**config.mk**
```make
export PLATFORM = sky130hd
export DESIGN_NAME = dplf_fine_detect
export DESIGN_NICKNAME = d
export VERILOG_FILES = /design/src/dplf_pkg.sv /design/src/dplf_fine_detect.sv
export VERILOG_INCLUDE_DIRS = /design/src /design/src/src
export SDC_FILE = /design/constraint.sdc
export NUM_CORES = 1
export LEC_CHECK = 0
export ABC_AREA = 1
export BUFFER_PORTS_ARGS = -buffer_cell sky130_fd_sc_hd__buf_2
export CORE_MARGIN = 8
export CORE_UTILIZATION = 50
export CTS_BUF_LIST = sky130_fd_sc_hd__clkbuf_4 sky130_fd_sc_hd__clkbuf_8
export DETAILED_ROUTE_END_ITERATION = 10
export PLACE_DENSITY = 0.79
export SLEW_MARGIN = 20
export SYNTH_ARGS = -nofsm -noshare
export SYNTH_HDL_FRONTEND = slang
export SYNTH_SLANG_ARGS = --single-unit
```
**constraint.sdc**
```tcl
create_clock -name clk -period 3.7 [get_ports clk]
set_clock_uncertainty 0.1 [all_clocks]
set_input_delay 0.555 -clock clk [delete_from_list [all_inputs] [get_ports clk]]
set_output_delay 0.555 -clock clk [all_outputs]
set_load 0.05 [all_outputs]
```
**src/dplf_consts.svh**
```systemverilog
`ifndef DPLF_CONSTS_SVH
`define DPLF_CONSTS_SVH

// Register map (byte addresses, word aligned)
`define DPLF_ADDR_CFG 4'h0
`define DPLF_ADDR_STATUS 4'h4
`define DPLF_ADDR_ERR 4'h8
// Config fields and reset value
`define DPLF_CFG_RESET 8'hA2
`define DPLF_BIT_EN 7
`define DPLF_BIT_NOACT 6
`define DPLF_BIT_NARROW 5
`define DPLF_LIM_HI 2
`define DPLF_LIM_LO 0
`define DPLF_CFG_USED_MASK 8'hE7
// Window base size in phase error units, doubled per code step
`define DPLF_WIN_BASE 16'h0010
// Lock settling time, 1 s at 100 MHz
`define DPLF_SETTLE_MS 1000
`define DPLF_CLK_KHZ 100000
`define DPLF_SETTLE_CYC (`DPLF_SETTLE_MS * `DPLF_CLK_KHZ)

`endif

```
**src/dplf_pkg.sv**
```systemverilog
package dplf_pkg;
  // Configuration register fields
  typedef struct packed {
    logic fine_en;
    logic inactive_ref_loss_select;
    logic narrow_test;
    logic [1:0] unused;
    logic [2:0] limit;
  } dplf_cfg_t;

  // Lock state machine
  typedef enum logic [1:0] {
    DPLF_LOST = 2'b01,
    DPLF_LOCKED = 2'b10
  } dplf_state_t;
endpackage

```
**src/dplf_fine_detect.sv**
```systemverilog
`timescale 1ns/1ps
`include "dplf_consts.svh"
module dplf_fine_detect #(
  parameter int unsigned SETTLE_CYC = `DPLF_SETTLE_CYC
) (
  input wire logic clk,
  input wire logic reset,
  // Avalon-MM slave
  input wire logic [3:0] address,
  input wire logic read,
  input wire logic write,
  input wire logic [31:0] writedata,
  output logic [31:0] readdata,
  output logic waitrequest,
  // Phase detector and other loss sources
  input wire logic [15:0] phase_err,
  input wire logic ref_active,
  input wire logic other_loss,
  // Status
  output logic phase_lock,
  output logic phase_loss
);

  dplf_pkg::dplf_cfg_t cfg;
  dplf_pkg::dplf_state_t state;
  logic [1:0] ref_act_sync;
  logic [1:0] other_sync;
  logic [31:0] settle_cnt;
  logic [15:0] window;
  logic [15:0] err_abs;
  logic outside;
  logic inactive_loss;
  logic access_done;
  logic loss_now;

  // Synchronise pin level inputs
  always_ff @(posedge clk) begin
    if (reset) begin
      ref_act_sync <= 2'h0;
      other_sync <= 2'h0;
    end else begin
      ref_act_sync <= {ref_act_sync[0], ref_active};
      other_sync <= {other_sync[0], other_loss};
    end
  end

  // Window size doubles per code step
  always_comb begin
    window = 16'(`DPLF_WIN_BASE << cfg.limit);
  end

  // Magnitude of the signed phase error
  always_comb begin
    err_abs = phase_err[15] ? 16'(-phase_err) : phase_err;
  end

  // Window excursion counts only while the fine window is enabled
  always_comb begin
    outside = cfg.fine_en && (err_abs > window);
  end

  // Inactive reference counts only when selected
  always_comb begin
    inactive_loss = cfg.inactive_ref_loss_select && !ref_act_sync[1];
  end

  // Any loss source in this cycle
  always_comb begin
    loss_now = outside || other_sync[1] || inactive_loss;
  end

  // Bus handshake: one wait cycle, then answer
  always_ff @(posedge clk) begin
    if (reset) begin
      access_done <= 1'b0;
      waitrequest <= 1'b1;
    end else begin
      access_done <= (read || write) && waitrequest && !access_done;
      waitrequest <= !((read || write) && waitrequest && !access_done);
    end
  end

  // Configuration register
  always_ff @(posedge clk) begin
    if (reset) begin
      cfg <= `DPLF_CFG_RESET;
    end else if (write && !waitrequest && address == `DPLF_ADDR_CFG) begin
      cfg <= writedata[7:0] & `DPLF_CFG_USED_MASK;
    end
  end

  // Read data mux
  always_ff @(posedge clk) begin
    if (reset) begin
      readdata <= 32'h0;
    end else if (read && waitrequest && !access_done) begin
      case (address)
        `DPLF_ADDR_CFG: readdata <= {24'h0, cfg};
        `DPLF_ADDR_STATUS: readdata <= {28'h0, inactive_loss, outside, phase_loss, phase_lock};
        `DPLF_ADDR_ERR: readdata <= {16'h0, err_abs};
        default: readdata <= 32'h0;
      endcase
    end
  end

  // Lock settling and immediate loss
  always_ff @(posedge clk) begin
    if (reset) begin
      state <= dplf_pkg::DPLF_LOST;
      settle_cnt <= 32'h0;
    end else if (loss_now) begin
      state <= dplf_pkg::DPLF_LOST;
      settle_cnt <= 32'h0;
    end else begin
      case (state)
        dplf_pkg::DPLF_LOST: begin
          if (settle_cnt >= SETTLE_CYC - 1) begin
            state <= dplf_pkg::DPLF_LOCKED;
          end else begin
            settle_cnt <= settle_cnt + 32'h1;
          end
        end
        dplf_pkg::DPLF_LOCKED: settle_cnt <= 32'h0;
        default: state <= dplf_pkg::DPLF_LOST;
      endcase
    end
  end

  // Status outputs registered
  always_ff @(posedge clk) begin
    if (reset) begin
      phase_lock <= 1'b0;
      phase_loss <= 1'b1;
    end else begin
      phase_lock <= (state == dplf_pkg::DPLF_LOCKED) && !loss_now;
      phase_loss <= loss_now || (state != dplf_pkg::DPLF_LOCKED);
    end
  end

  // Loss and lock outputs
  chk_loss_immediate: assert property (@(posedge clk) disable iff (reset)
    outside
    |=> phase_loss)
    else $error("loss not raised after window excursion");

  chk_lock_needs_settle: assert property (@(posedge clk) disable iff (reset)
    $rose(phase_lock)
    |-> !$past(outside) && !$past(outside, 2))
    else $error("lock without settling");

  chk_disabled_window: assert property (@(posedge clk) disable iff (reset)
    (!cfg.fine_en && !other_sync[1] && !inactive_loss && state == dplf_pkg::DPLF_LOCKED)
    |=> !phase_loss)
    else $error("window loss while disabled");

  chk_inactive_select: assert property (@(posedge clk) disable iff (reset)
    (cfg.inactive_ref_loss_select && !ref_act_sync[1])
    |=> phase_loss)
    else $error("selected inactive reference did not raise loss");

  chk_lock_loss_excl: assert property (@(posedge clk) disable iff (reset)
    1'b1
    |-> !(phase_lock && phase_loss))
    else $error("lock and loss together");

  chk_loss_from_other: assert property (@(posedge clk) disable iff (reset)
    other_sync[1]
    |=> phase_loss)
    else $error("other loss source ignored");

  chk_lock_drop: assert property (@(posedge clk) disable iff (reset)
    loss_now
    |=> !phase_lock)
    else $error("lock held through a loss cycle");

  chk_lock_source: assert property (@(posedge clk) disable iff (reset)
    phase_lock
    |-> $past(state) == dplf_pkg::DPLF_LOCKED)
    else $error("lock shown outside locked state");

  chk_loss_source: assert property (@(posedge clk) disable iff (reset)
    phase_loss
    |-> $past(loss_now) || ($past(state) != dplf_pkg::DPLF_LOCKED))
    else $error("loss shown without a cause");

  chk_loss_after_reset: assert property (@(posedge clk)
    $fell(reset)
    |-> phase_loss && !phase_lock)
    else $error("status wrong after reset");

  // Settling counter and lock state
  chk_settle_count: assert property (@(posedge clk) disable iff (reset)
    (state == dplf_pkg::DPLF_LOST && !loss_now && settle_cnt < SETTLE_CYC - 1)
    |=> settle_cnt == $past(settle_cnt) + 32'h1)
    else $error("settling count did not advance");

  chk_settle_clear: assert property (@(posedge clk) disable iff (reset)
    loss_now
    |=> settle_cnt == 32'h0 && state == dplf_pkg::DPLF_LOST)
    else $error("settling not restarted after loss");

  chk_lock_entry: assert property (@(posedge clk) disable iff (reset)
    (state == dplf_pkg::DPLF_LOST && !loss_now && settle_cnt >= SETTLE_CYC - 1)
    |=> state == dplf_pkg::DPLF_LOCKED)
    else $error("lock not entered after settling");

  chk_lock_hold: assert property (@(posedge clk) disable iff (reset)
    (state == dplf_pkg::DPLF_LOCKED && !loss_now)
    |=> state == dplf_pkg::DPLF_LOCKED)
    else $error("lock left without a loss cause");

  chk_state_onehot: assert property (@(posedge clk) disable iff (reset)
    1'b1
    |-> $onehot(state))
    else $error("lock state not one-hot");

  chk_settle_bound: assert property (@(posedge clk) disable iff (reset)
    1'b1
    |-> settle_cnt < SETTLE_CYC)
    else $error("settling count overran");

  // Window configuration
  chk_window_scale: assert property (@(posedge clk) disable iff (reset)
    cfg.limit != 3'h0
    |-> window > (`DPLF_WIN_BASE << (cfg.limit - 3'h1)))
    else $error("window not growing with code");

  chk_reset_limit: assert property (@(posedge clk)
    $fell(reset)
    |-> cfg.limit == 3'h2)
    else $error("limit reset value wrong");

  // Bus handshake
  chk_wait_single: assert property (@(posedge clk) disable iff (reset)
    !waitrequest
    |=> waitrequest)
    else $error("waitrequest low for more than one cycle");

  chk_wait_answer: assert property (@(posedge clk) disable iff (reset)
    ((read || write) && waitrequest && !access_done)
    |=> !waitrequest)
    else $error("request not answered");

  chk_wait_idle: assert property (@(posedge clk) disable iff (reset)
    !(read || write)
    |=> waitrequest)
    else $error("answer without request");

  chk_wait_after_reset: assert property (@(posedge clk)
    $fell(reset)
    |-> waitrequest && (readdata == 32'h0))
    else $error("bus outputs wrong after reset");

  // Configuration register
  chk_cfg_write: assert property (@(posedge clk) disable iff (reset)
    (write && !waitrequest && address == `DPLF_ADDR_CFG)
    |=> cfg == (8'($past(writedata)) & `DPLF_CFG_USED_MASK))
    else $error("config write not applied");

  chk_cfg_unused: assert property (@(posedge clk) disable iff (reset)
    1'b1
    |-> (cfg & ~`DPLF_CFG_USED_MASK) == 8'h00)
    else $error("unused config bits set");

  chk_cfg_stable: assert property (@(posedge clk) disable iff (reset)
    !(write && !waitrequest && address == `DPLF_ADDR_CFG)
    |=> $stable(cfg))
    else $error("config changed without a write");

  // Read data
  chk_read_unmapped: assert property (@(posedge clk) disable iff (reset)
    (read && waitrequest && !access_done && address != `DPLF_ADDR_CFG && address != `DPLF_ADDR_STATUS && address != `DPLF_ADDR_ERR)
    |=> readdata == 32'h0)
    else $error("unmapped read not zero");

  chk_read_cfg: assert property (@(posedge clk) disable iff (reset)
    (read && waitrequest && !access_done && address == `DPLF_ADDR_CFG)
    |=> readdata == {24'h0, $past(cfg)})
    else $error("config read wrong");

  chk_read_status: assert property (@(posedge clk) disable iff (reset)
    (read && waitrequest && !access_done && address == `DPLF_ADDR_STATUS)
    |=> readdata[1:0] == {$past(phase_loss), $past(phase_lock)})
    else $error("status read wrong");

  // Synchronisers
  chk_sync_other: assert property (@(posedge clk) disable iff (reset)
    1'b1
    |-> other_sync[1] == $past(other_sync[0]))
    else $error("other loss synchroniser broken");

  chk_sync_ref: assert property (@(posedge clk) disable iff (reset)
    1'b1
    |-> ref_act_sync[1] == $past(ref_act_sync[0]))
    else $error("reference synchroniser broken");

endmodule

```
* After elaboration in Yosys (flattened, before gate mapping)
Index checks and enable logic that the tools add are counted.
** Word-level totals
- Bits in registers :: 80
- Input bits :: 58
- Output and inout bits :: 35
- Logic and storage cells :: 55
** Operators by class
- $add $sub $neg :: 2
- $lt $le $gt $ge :: 2
- Equal/unequal tests :: 7
- Shift-type cells :: 1
- Muxes and demuxes :: 6
- Bitwise logic cells :: 1
- Reductions and logical operators :: 23
** Operators with widths (count)
- $pmux W32 S2 :: 1
- $pmux W16 S3 :: 1
- $add A32 B1 Y32 const B :: 1
- $ge A32 B27 Y1 const B :: 1
- $mux W32 :: 1
- $gt A16 B16 Y1 :: 1
- $mux W16 :: 1
- $neg A16 Y16 :: 1
- $shl A5 B3 Y16 const A :: 1
- $logic_and A1 B1 Y1 :: 9
- $ne A2 B2 Y1 const B :: 3
- $logic_not A1 Y1 :: 5
- $eq A4 B3 Y1 const B :: 1
- $eq A4 B4 Y1 const B :: 1
- $logic_not A4 Y1 :: 1
- $logic_or A1 B1 Y1 :: 4
- $pmux W2 S2 :: 1
- $reduce_and A2 Y1 :: 2
- $eq A2 B1 Y1 const B :: 1
- $eq A2 B2 Y1 const B :: 1
- $mux W2 :: 1
- $reduce_bool A2 Y1 :: 1
- $reduce_or A2 Y1 :: 1
- $not A1 Y1 :: 1

* Logic depth before layout (Yosys ltp)
Gate-level depths: netlist (run 1).
- Depth after elaboration :: 8
- Mapped depth :: 18
- Mapped depth without buffers :: 18

* Worst setup path before layout (run 1)
Ideal clock, no wire load.
- Path kind :: input-to-reg
- Start :: input phase_err[0]
- End :: register settle_cnt[24]
- Library setup time :: 70 ps
- Arrival :: 2669 ps
- Required time :: 3530 ps
- Path slack :: 862 ps
- Stages on the path :: 17
- Buffers on the path :: 1
- Path through :: inv_1 -> ha_1 -> nand4_1 -> o31ai_1 -> xnor2_1 -> ha_1 -> nand2_1 -> nor2_1 -> nand2_1 -> nor2_1 -> nand3_1 -> a21oi_1 -> nand3_1 -> nand2_1 -> nand4_2 -> buf_2 -> a21oi_1
** On the way
- Longest elaborated chain between the ends :: 7
** RTL lines
- start, declared :: RTL line dplf_fine_detect.sv:16 : input wire logic [15:0] phase_err,
- $neg A16 Y16 :: RTL line dplf_fine_detect.sv:54 : err_abs = phase_err[15] ? 16'(-phase_err) : phase_err;
- $mux W16 (*) :: RTL line dplf_fine_detect.sv:54
- $gt A16 B16 Y1 (*) :: RTL line dplf_fine_detect.sv:59 : outside = cfg.fine_en && (err_abs > window);
- $logic_and A1 B1 Y1 (*) :: RTL line dplf_fine_detect.sv:59
- $logic_or A1 B1 Y1 (*) (2 in series) :: RTL line dplf_fine_detect.sv:69 : loss_now = outside || other_sync[1] || inactive_loss;
- $reduce_or A2 Y1 (no source line) (*)
- end signal, assigned :: RTL line dplf_fine_detect.sv:120 : settle_cnt <= settle_cnt + 32'h1;
- end, declared :: RTL line dplf_fine_detect.sv:28 : logic [31:0] settle_cnt;
Every way passes the cells marked *; elsewhere a longest branch is shown, timed or not.
A chain may end at the register's enable or synchronous reset.

* Worst setup path after layout (run 1)
- Start :: input phase_err[0]
- End :: register phase_loss
** On the way
- Longest elaborated chain between the ends :: 7
** RTL lines
- $neg A16 Y16 :: RTL line dplf_fine_detect.sv:54
- $mux W16 (*) :: RTL line dplf_fine_detect.sv:54
- $gt A16 B16 Y1 (*) :: RTL line dplf_fine_detect.sv:59
- $logic_and A1 B1 Y1 (*) :: RTL line dplf_fine_detect.sv:59
- $logic_or A1 B1 Y1 (*) (2 in series) :: RTL line dplf_fine_detect.sv:69
- $logic_or A1 B1 Y1 (*) :: RTL line dplf_fine_detect.sv:136 : phase_loss <= loss_now || (state != dplf_pkg::DPLF_LOCKED);
- end signal, assigned :: RTL line dplf_fine_detect.sv:136
- end, declared :: RTL line dplf_fine_detect.sv:21 : output logic phase_loss
Marks and branches as above.

==> reports/metrics.yaml, run 1 <==
hold_viol_final: 0
met3_usage_pct: 5.14
rows: 32
grt_pass1_vias: 3601
cts_tree: "yes"
criticalPathCategory: "in -> reg"
slew_headroom_pct: 52.9
ff2ff_path_depth: 12
post_cts_resized: 0
start_util_pct: 50.7
p_per_area_nw_per_um2: 336
die_w_um: 104
drive_above_1_share_pct: 15.8
avgRoutedWirePerCell_um: 12.3
top_usage_layer: "met2"
layout.cells.non_filler: 730
antenna_found_initial: 0
via_count: 3721
clk-insertion-delay-late_ns: 0.34
critPathLaunchType: "input pin"
vias_per_cell: 5.10
port_buffers: 50
yosysSeqAreaShare_pct: 33.2
cts_setup_buffers: 0
hold_path_class: "reg -> reg"
syn_avg_cell_area_sq_um: 6.70
gp_congestion: 0.906
grt_pass1_wl_mm: 15.6
ant_nets: 0
dr.pass1.iters: 4
cts_htree_levels: 3
r2r_setup_slack_ns: 1.18
clock-sinks: 64
cts_max_path_buffers: 2
dp_cells: 715
groute.usage.overall_pct: 16.9
reg2reg_to: "settle_cnt[22]"
hold_buffers: 0
die_h_um: 104
path_clk_slew_ns: 0.06
setup_violations: 0
fmax_mhz: 324
n_antenna_cell: 0
crit_required_ns: 3.82
worst_pin_slew_ns: 0.704
clockRootBuffer: "clkbuf_8"
numCtsBuffers: 9
min_period_over_period_pct: 83.4
core_sq_um: 7610
critPathMaxFanout: 34
drc: 0
die-area_sq_um: 10800
synthTopCellsByArea: "dfxtp_1 (33%), nand2_1 (15%), a21oi_1 (6.0%)"
setup.worst_path.end: "phase_loss"
min_path_cells: 2
synth_seq_cells: 64
slew_violations: 0
outcome: "completed"
ys_warn_count: 0
fin_crit_ns: 3.08
critPathCaptureType: "flip-flop"
drt_iter0_markers: 268
ys_types: 36
crit_path_start: "phase_err[0]"
yosys.area.top_type: "dfxtp_1"
reg2reg_from: "settle_cnt[0]"
area_growth_pct: 11.3
grt_max_degree: 35
use_met2_pct: 28.4
maxCapViolations: 0
syn_inst: 575
vdd_drop_max_uv: 175
crit_arrival_ns: 3.21
synth_top_area_share_pct: 33.2
grt.met1_usage_pct: 19.5
setup_tns_ns: 0
finalNetCount: 692
hpwlAfterDp_mm: 6.88
syn_area_sq_um: 3850
routed_wl_mm: 9.00
p_leak_nw: 1.80
io_pins: 93
min_from: "other_sync[0]"
grt_overflow: 0
rsz0062_at_grt: "false"
==> synth_stat cells <==
cell and instances:
nand2_1 153, dfxtp_1 64, inv_1 61, nor2_1 57
a21oi_1 46, nand3_1 39, xor2_1 19, o21ai_0 18
buf_4 17, nand4_1 13, nor3_1 13, nand2_2 12
ha_1 10, a21oi_2 7, buf_2 5, nor4_1 5
xnor2_1 5, clkbuf_1 4, or2_2 4, nor2_2 3
nor2_4 2, nor3_2 2, o21a_1 2, o21ai_1 2
a22oi_1 1, buf_12 1, buf_8 1, clkinv_1 1
conb_1 1, inv_4 1, nand2_4 1, nand3b_1 1
nand4_2 1, o211ai_1 1, o221ai_1 1, o31ai_1 1
==> where the power goes <==
group / total [mW] / switching [mW] / internal (mW)
clock network: 0.565 / 0.261 / 0.304
registers: 0.700 / 0.00373 / 0.696
logic: 0.178 / 0.129 / 0.0491
total: 1.44 / 0.394 / 1.05
==> worst min path at each step <==
stage,endpoint,slack (ns)
final,other_sync[1],0.30
after global routing,ref_act_sync[1],0.33
after CTS,other_sync[1],0.30
after detailed placement,other_sync[1],0.29
after global placement,ref_act_sync[1],0.30
after floorplan,other_sync[1],0.29
==> cell usage in the layout, fill, tap and decap left out, types with 10 or more instances in the layout <==
master,count
dfxtp_1,64
nor2_1,57
buf_2,50
a21oi_1,46
nand2_1,153
nand4_1,13
ha_1,10
xor2_1,19
nor3_1,13
inv_1,61
o21ai_0,18
conb_1,16
nand3_1,39
nand2_2,12
==> critical path: stages <==
cell and delay [ns]:
buf_2 0.10, inv_1 0.11, ha_1 0.22, nand4_1 0.18
o31ai_1 0.28, xnor2_1 0.14, ha_1 0.30, nand2_1 0.05
nor2_1 0.12, nand2_1 0.06, nor2_1 0.09, nand3_1 0.09
a21oi_1 0.20, nand3_1 0.15, nand2_1 0.10, nand4_2 0.09
buf_12 0.19, nor2_1 0.13, inv_1 0.05
==> state kept, by name, indices dropped and copies added, names as in the netlist <==
name,cells
readdata,16
ref_act_sync,2
waitrequest,1
other_sync,2
phase_loss,1
settle_cnt,32
state,2
cfg,6
access_done,1
phase_lock,1
==> cell type report <==
class	count	area (sq um)
sequential	64	1280
timing repair buffer	51	270
multi-input combinational	435	2190
tap	102	128
clock inverter	6	61.3
inverter	63	239
clock buffer	9	124
fill	733	3320
==> cells by family (layout without fill, tap and decap cells) <==
| family | after synthesis | count (layout) | synth area share (%) |
|---|---|---|---|
| AO/OA/AOI/OAI | 79 | 79 | 11.4 |
| XOR/XNOR | 24 | 24 | 5.45 |
| adder cells (fa/ha/maj) | 10 | 10 | 3.25 |
| buffers and inverters | 91 | 129 | 11.5 |
| flip-flops | 64 | 64 | 33.2 |
| other | 1 | 16 | 0.0973 |
| AND/OR/NAND/NOR | 306 | 306 | 35.1 |
==> layer usage <==
metal	vias to the layer above	wire length (um)	share of wire, %
met1	1700	4000	44
met3	14	579	6.4
met4	0	148	1.6
li1	1925	-	-
met5	-	0	0
met2	82	4270	47
==> per-stage QoR <==
stage | setup slack [ns] | instance area [sq um] | hold slack [ns] | util, % | total power [mW]
after floorplan | 0.862 | 3910 | 0.288 | - | 0.858
after detailed placement | 0.365 | 4110 | 0.293 | 54.0 | 0.891
final | 0.615 | 4290 | 0.303 | 56.4 | 1.44
after CTS | 0.645 | 4290 | 0.302 | 56.4 | 1.46
after global routing | 0.338 | 4290 | 0.327 | 56.4 | 1.51
after global placement | 0.475 | 4110 | 0.295 | 54.0 | 0.886
Note: power is estimated with default switching activity, not from simulation.
==> run 2: changes to the inputs <==
- clock period: 3.7 -> 3 ns (I/O delays scaled with it)
==> run 2 against run 1 <==
  * Final area is 5.5% higher
  * Count of clock-buffer cells in the layout grew 2
  * Setup slack worse by 0.45 ns
  * Die area is the same
  * Final cell count rose by 2.9%
  * First-iteration DRC count down 10%
  * Non-clock buffer count rose by 20
  * Via count increased by 3.2%
  * Sequential share of layout area is 1.6 points lower
  * Critical path type unchanged
==> reports/metrics.yaml, run 2 (synthesized netlist as in run 1, its figures left out) <==
crit_arrival_ns: 3.00  # -0.21 ns
cts_setup_buffers: 0  # unchanged
post-route-util_pct: 59.5  # +3.1 points
vdd_drop_max_uv: 201  # +15%
drc: 0  # unchanged
fillers: 731  # -0.27%
gp_congestion: 0.919  # +1.4%
grt_overflow: 0  # unchanged
hpwlAfterDp_mm: 7.10  # +3.2%
vias_per_cell: 5.11  # +0.31%
path_clk_slew_ns: 0.07  # about the same
die_h_um: 104  # unchanged
switching_share_pct: 25.9  # -1.4 points
via_count: 3840  # +3.2%
dr.pass1.iters: 5  # +1
cts_htree_levels: 3  # unchanged
numCtsBuffers: 9  # unchanged
critPathMaxFanout: 6  # -82%
min_period_over_period_pct: 94.5
crit_required_ns: 3.16  # -0.66 ns
slew_headroom_pct: 56.3  # +3.4 points
setup_violations: 0  # unchanged
finalNetCount: 712  # +2.9%
slew_violations: 0  # unchanged
net-switching-power_mw: 0.502  # +28%
routed_wl_mm: 9.59  # +6.5%
p_leak_nw: 1.92  # +6.6%
clock-sinks: 64  # unchanged
maxCapViolations: 0  # unchanged
criticalPathCategory: "in -> reg"
critPathLaunchType: "input pin"
worst_pin_slew_ns: 0.654  # -0.0502 ns
p_per_area_nw_per_um2: 429  # +27%
avgRoutedWirePerCell_um: 12.8  # +3.6%
fmax_mhz: 353
worst_slack_ns: 0.164  # -0.452 ns
p_seq_share_pct: 44.5  # -4.0 points
io_pins: 93  # unchanged
clk-insertion-delay-late_ns: 0.34  # about the same
grt_max_degree: 30  # -14%
layout_commonest_cell: "nand2_1"
groute.usage.overall_pct: 17.4  # +0.57 points
comb_power_share_pct: 12.9  # +0.5 points
setup_tns_ns: 0  # unchanged
n_antenna_cell: 0  # unchanged
port_buffers: 50  # unchanged
top_regs: "settle_cnt: 32 flops, readdata: 16 flops, cfg: 6 flops"
outcome: "completed"
clkPwrFrac_pct: 42.6  # +3.4 points
power.total_mw: 1.94  # +34%
core_sq_um: 7610  # unchanged
critPathCaptureType: "flip-flop"
clockRootBuffer: "clkbuf_8"
area_growth_pct: 17.5
largest_reg_flops: 32  # unchanged
grt_pass1_vias: 3709  # +3.0%
internal_power_mw: 1.44  # +37%
start_util_pct: 50.7  # unchanged
fin_crit_ns: 2.84
final_cell_mix: "nand2_1 (152), dfxtp_1 (64), inv_1 (61), nor2_1 (56), buf_2 (50)"
cts_tree: "yes"
die_w_um: 104  # unchanged
antenna_found_initial: 0  # unchanged
drt_iter0_markers: 240  # -10%
cts_max_path_buffers: 2  # unchanged
hold_path_class: "in -> reg"
hold_viol_final: 0  # unchanged
drive_above_1_share_pct: 19.4  # +3.7 points
top_register: "settle_cnt"
die-area_sq_um: 10800  # unchanged
place_ws_ns: -0.111  # -0.476 ns
grt_pass1_wl_mm: 16.1  # +3.6%
rows: 32  # unchanged
ant_nets: 0  # unchanged
[run 2: cell type report]
type | count | area [sq um] | share of cell area, %
clock buffer | 11 | 145 | 3.21
clock inverter | 5 | 80.1 | 1.77
inverter | 63 | 239 | 5.28
multi-input combinational | 435 | 2220 | 49.0
sequential | 64 | 1280 | 28.3
tap | 102 | 128 | 2.82
timing repair buffer | 71 | 437 | 9.65
[run 2: critical path, cell delays in order]
cell and delay [ns]:
buf_2 0.11, inv_1 0.10, ha_2 0.19, nand4_1 0.18
buf_4 0.19, nand2_2 0.06, xnor2_1 0.19, ha_1 0.29
nand2_1 0.06, inv_1 0.04, nand2_1 0.07, nand3_1 0.08
nand2_1 0.07, nand2_1 0.06, a21oi_2 0.13, nand3_2 0.12
nand2_2 0.10, nand4_4 0.16, buf_4 0.22, nor3_1 0.13
[run 2: power by group through the flow]
stage	logic (mW)	clock network, mW	registers [mW]
global route	0.276	0.879	0.863
finish	0.250	0.827	0.863
CTS	0.239	0.844	0.863
detailed placement	0.238	0	0.882
global placement	0.231	0	0.882
floorplan	0.163	0	0.895
[run 2: worst paths after layout]
path,from,to,slack (ns),cells after the start
setup / recovery,phase_err[1],settle_cnt[0],0.16,20
hold / removal,other_loss,other_sync[0],0.21,3
setup reg to reg,settle_cnt[0],settle_cnt[13],0.44,12
hold reg to reg,other_sync[0],other_sync[1],0.31,2
[run 2: per-stage QoR]
step                hold WS, ns  area (sq um)  cells
global placement          0.294          4240    734
finish                    0.210          4530    751
detailed placement        0.297          4240    734
floorplan                 0.288          3910    590
global route              0.196          4530    751
CTS                       0.193          4460    750
[run 2: timing repair]
item,CTS,global route
gates resized for setup,0,11
endpoints found under the setup margin,0,34
hold buffers,0,0
[run 2: metal layers]
layer	track usage [%]	part of all wire, %
met5	0	0
met4	6.72	1.5
met3	5.76	6.8
met2	29.2	47
met1	20.1	45
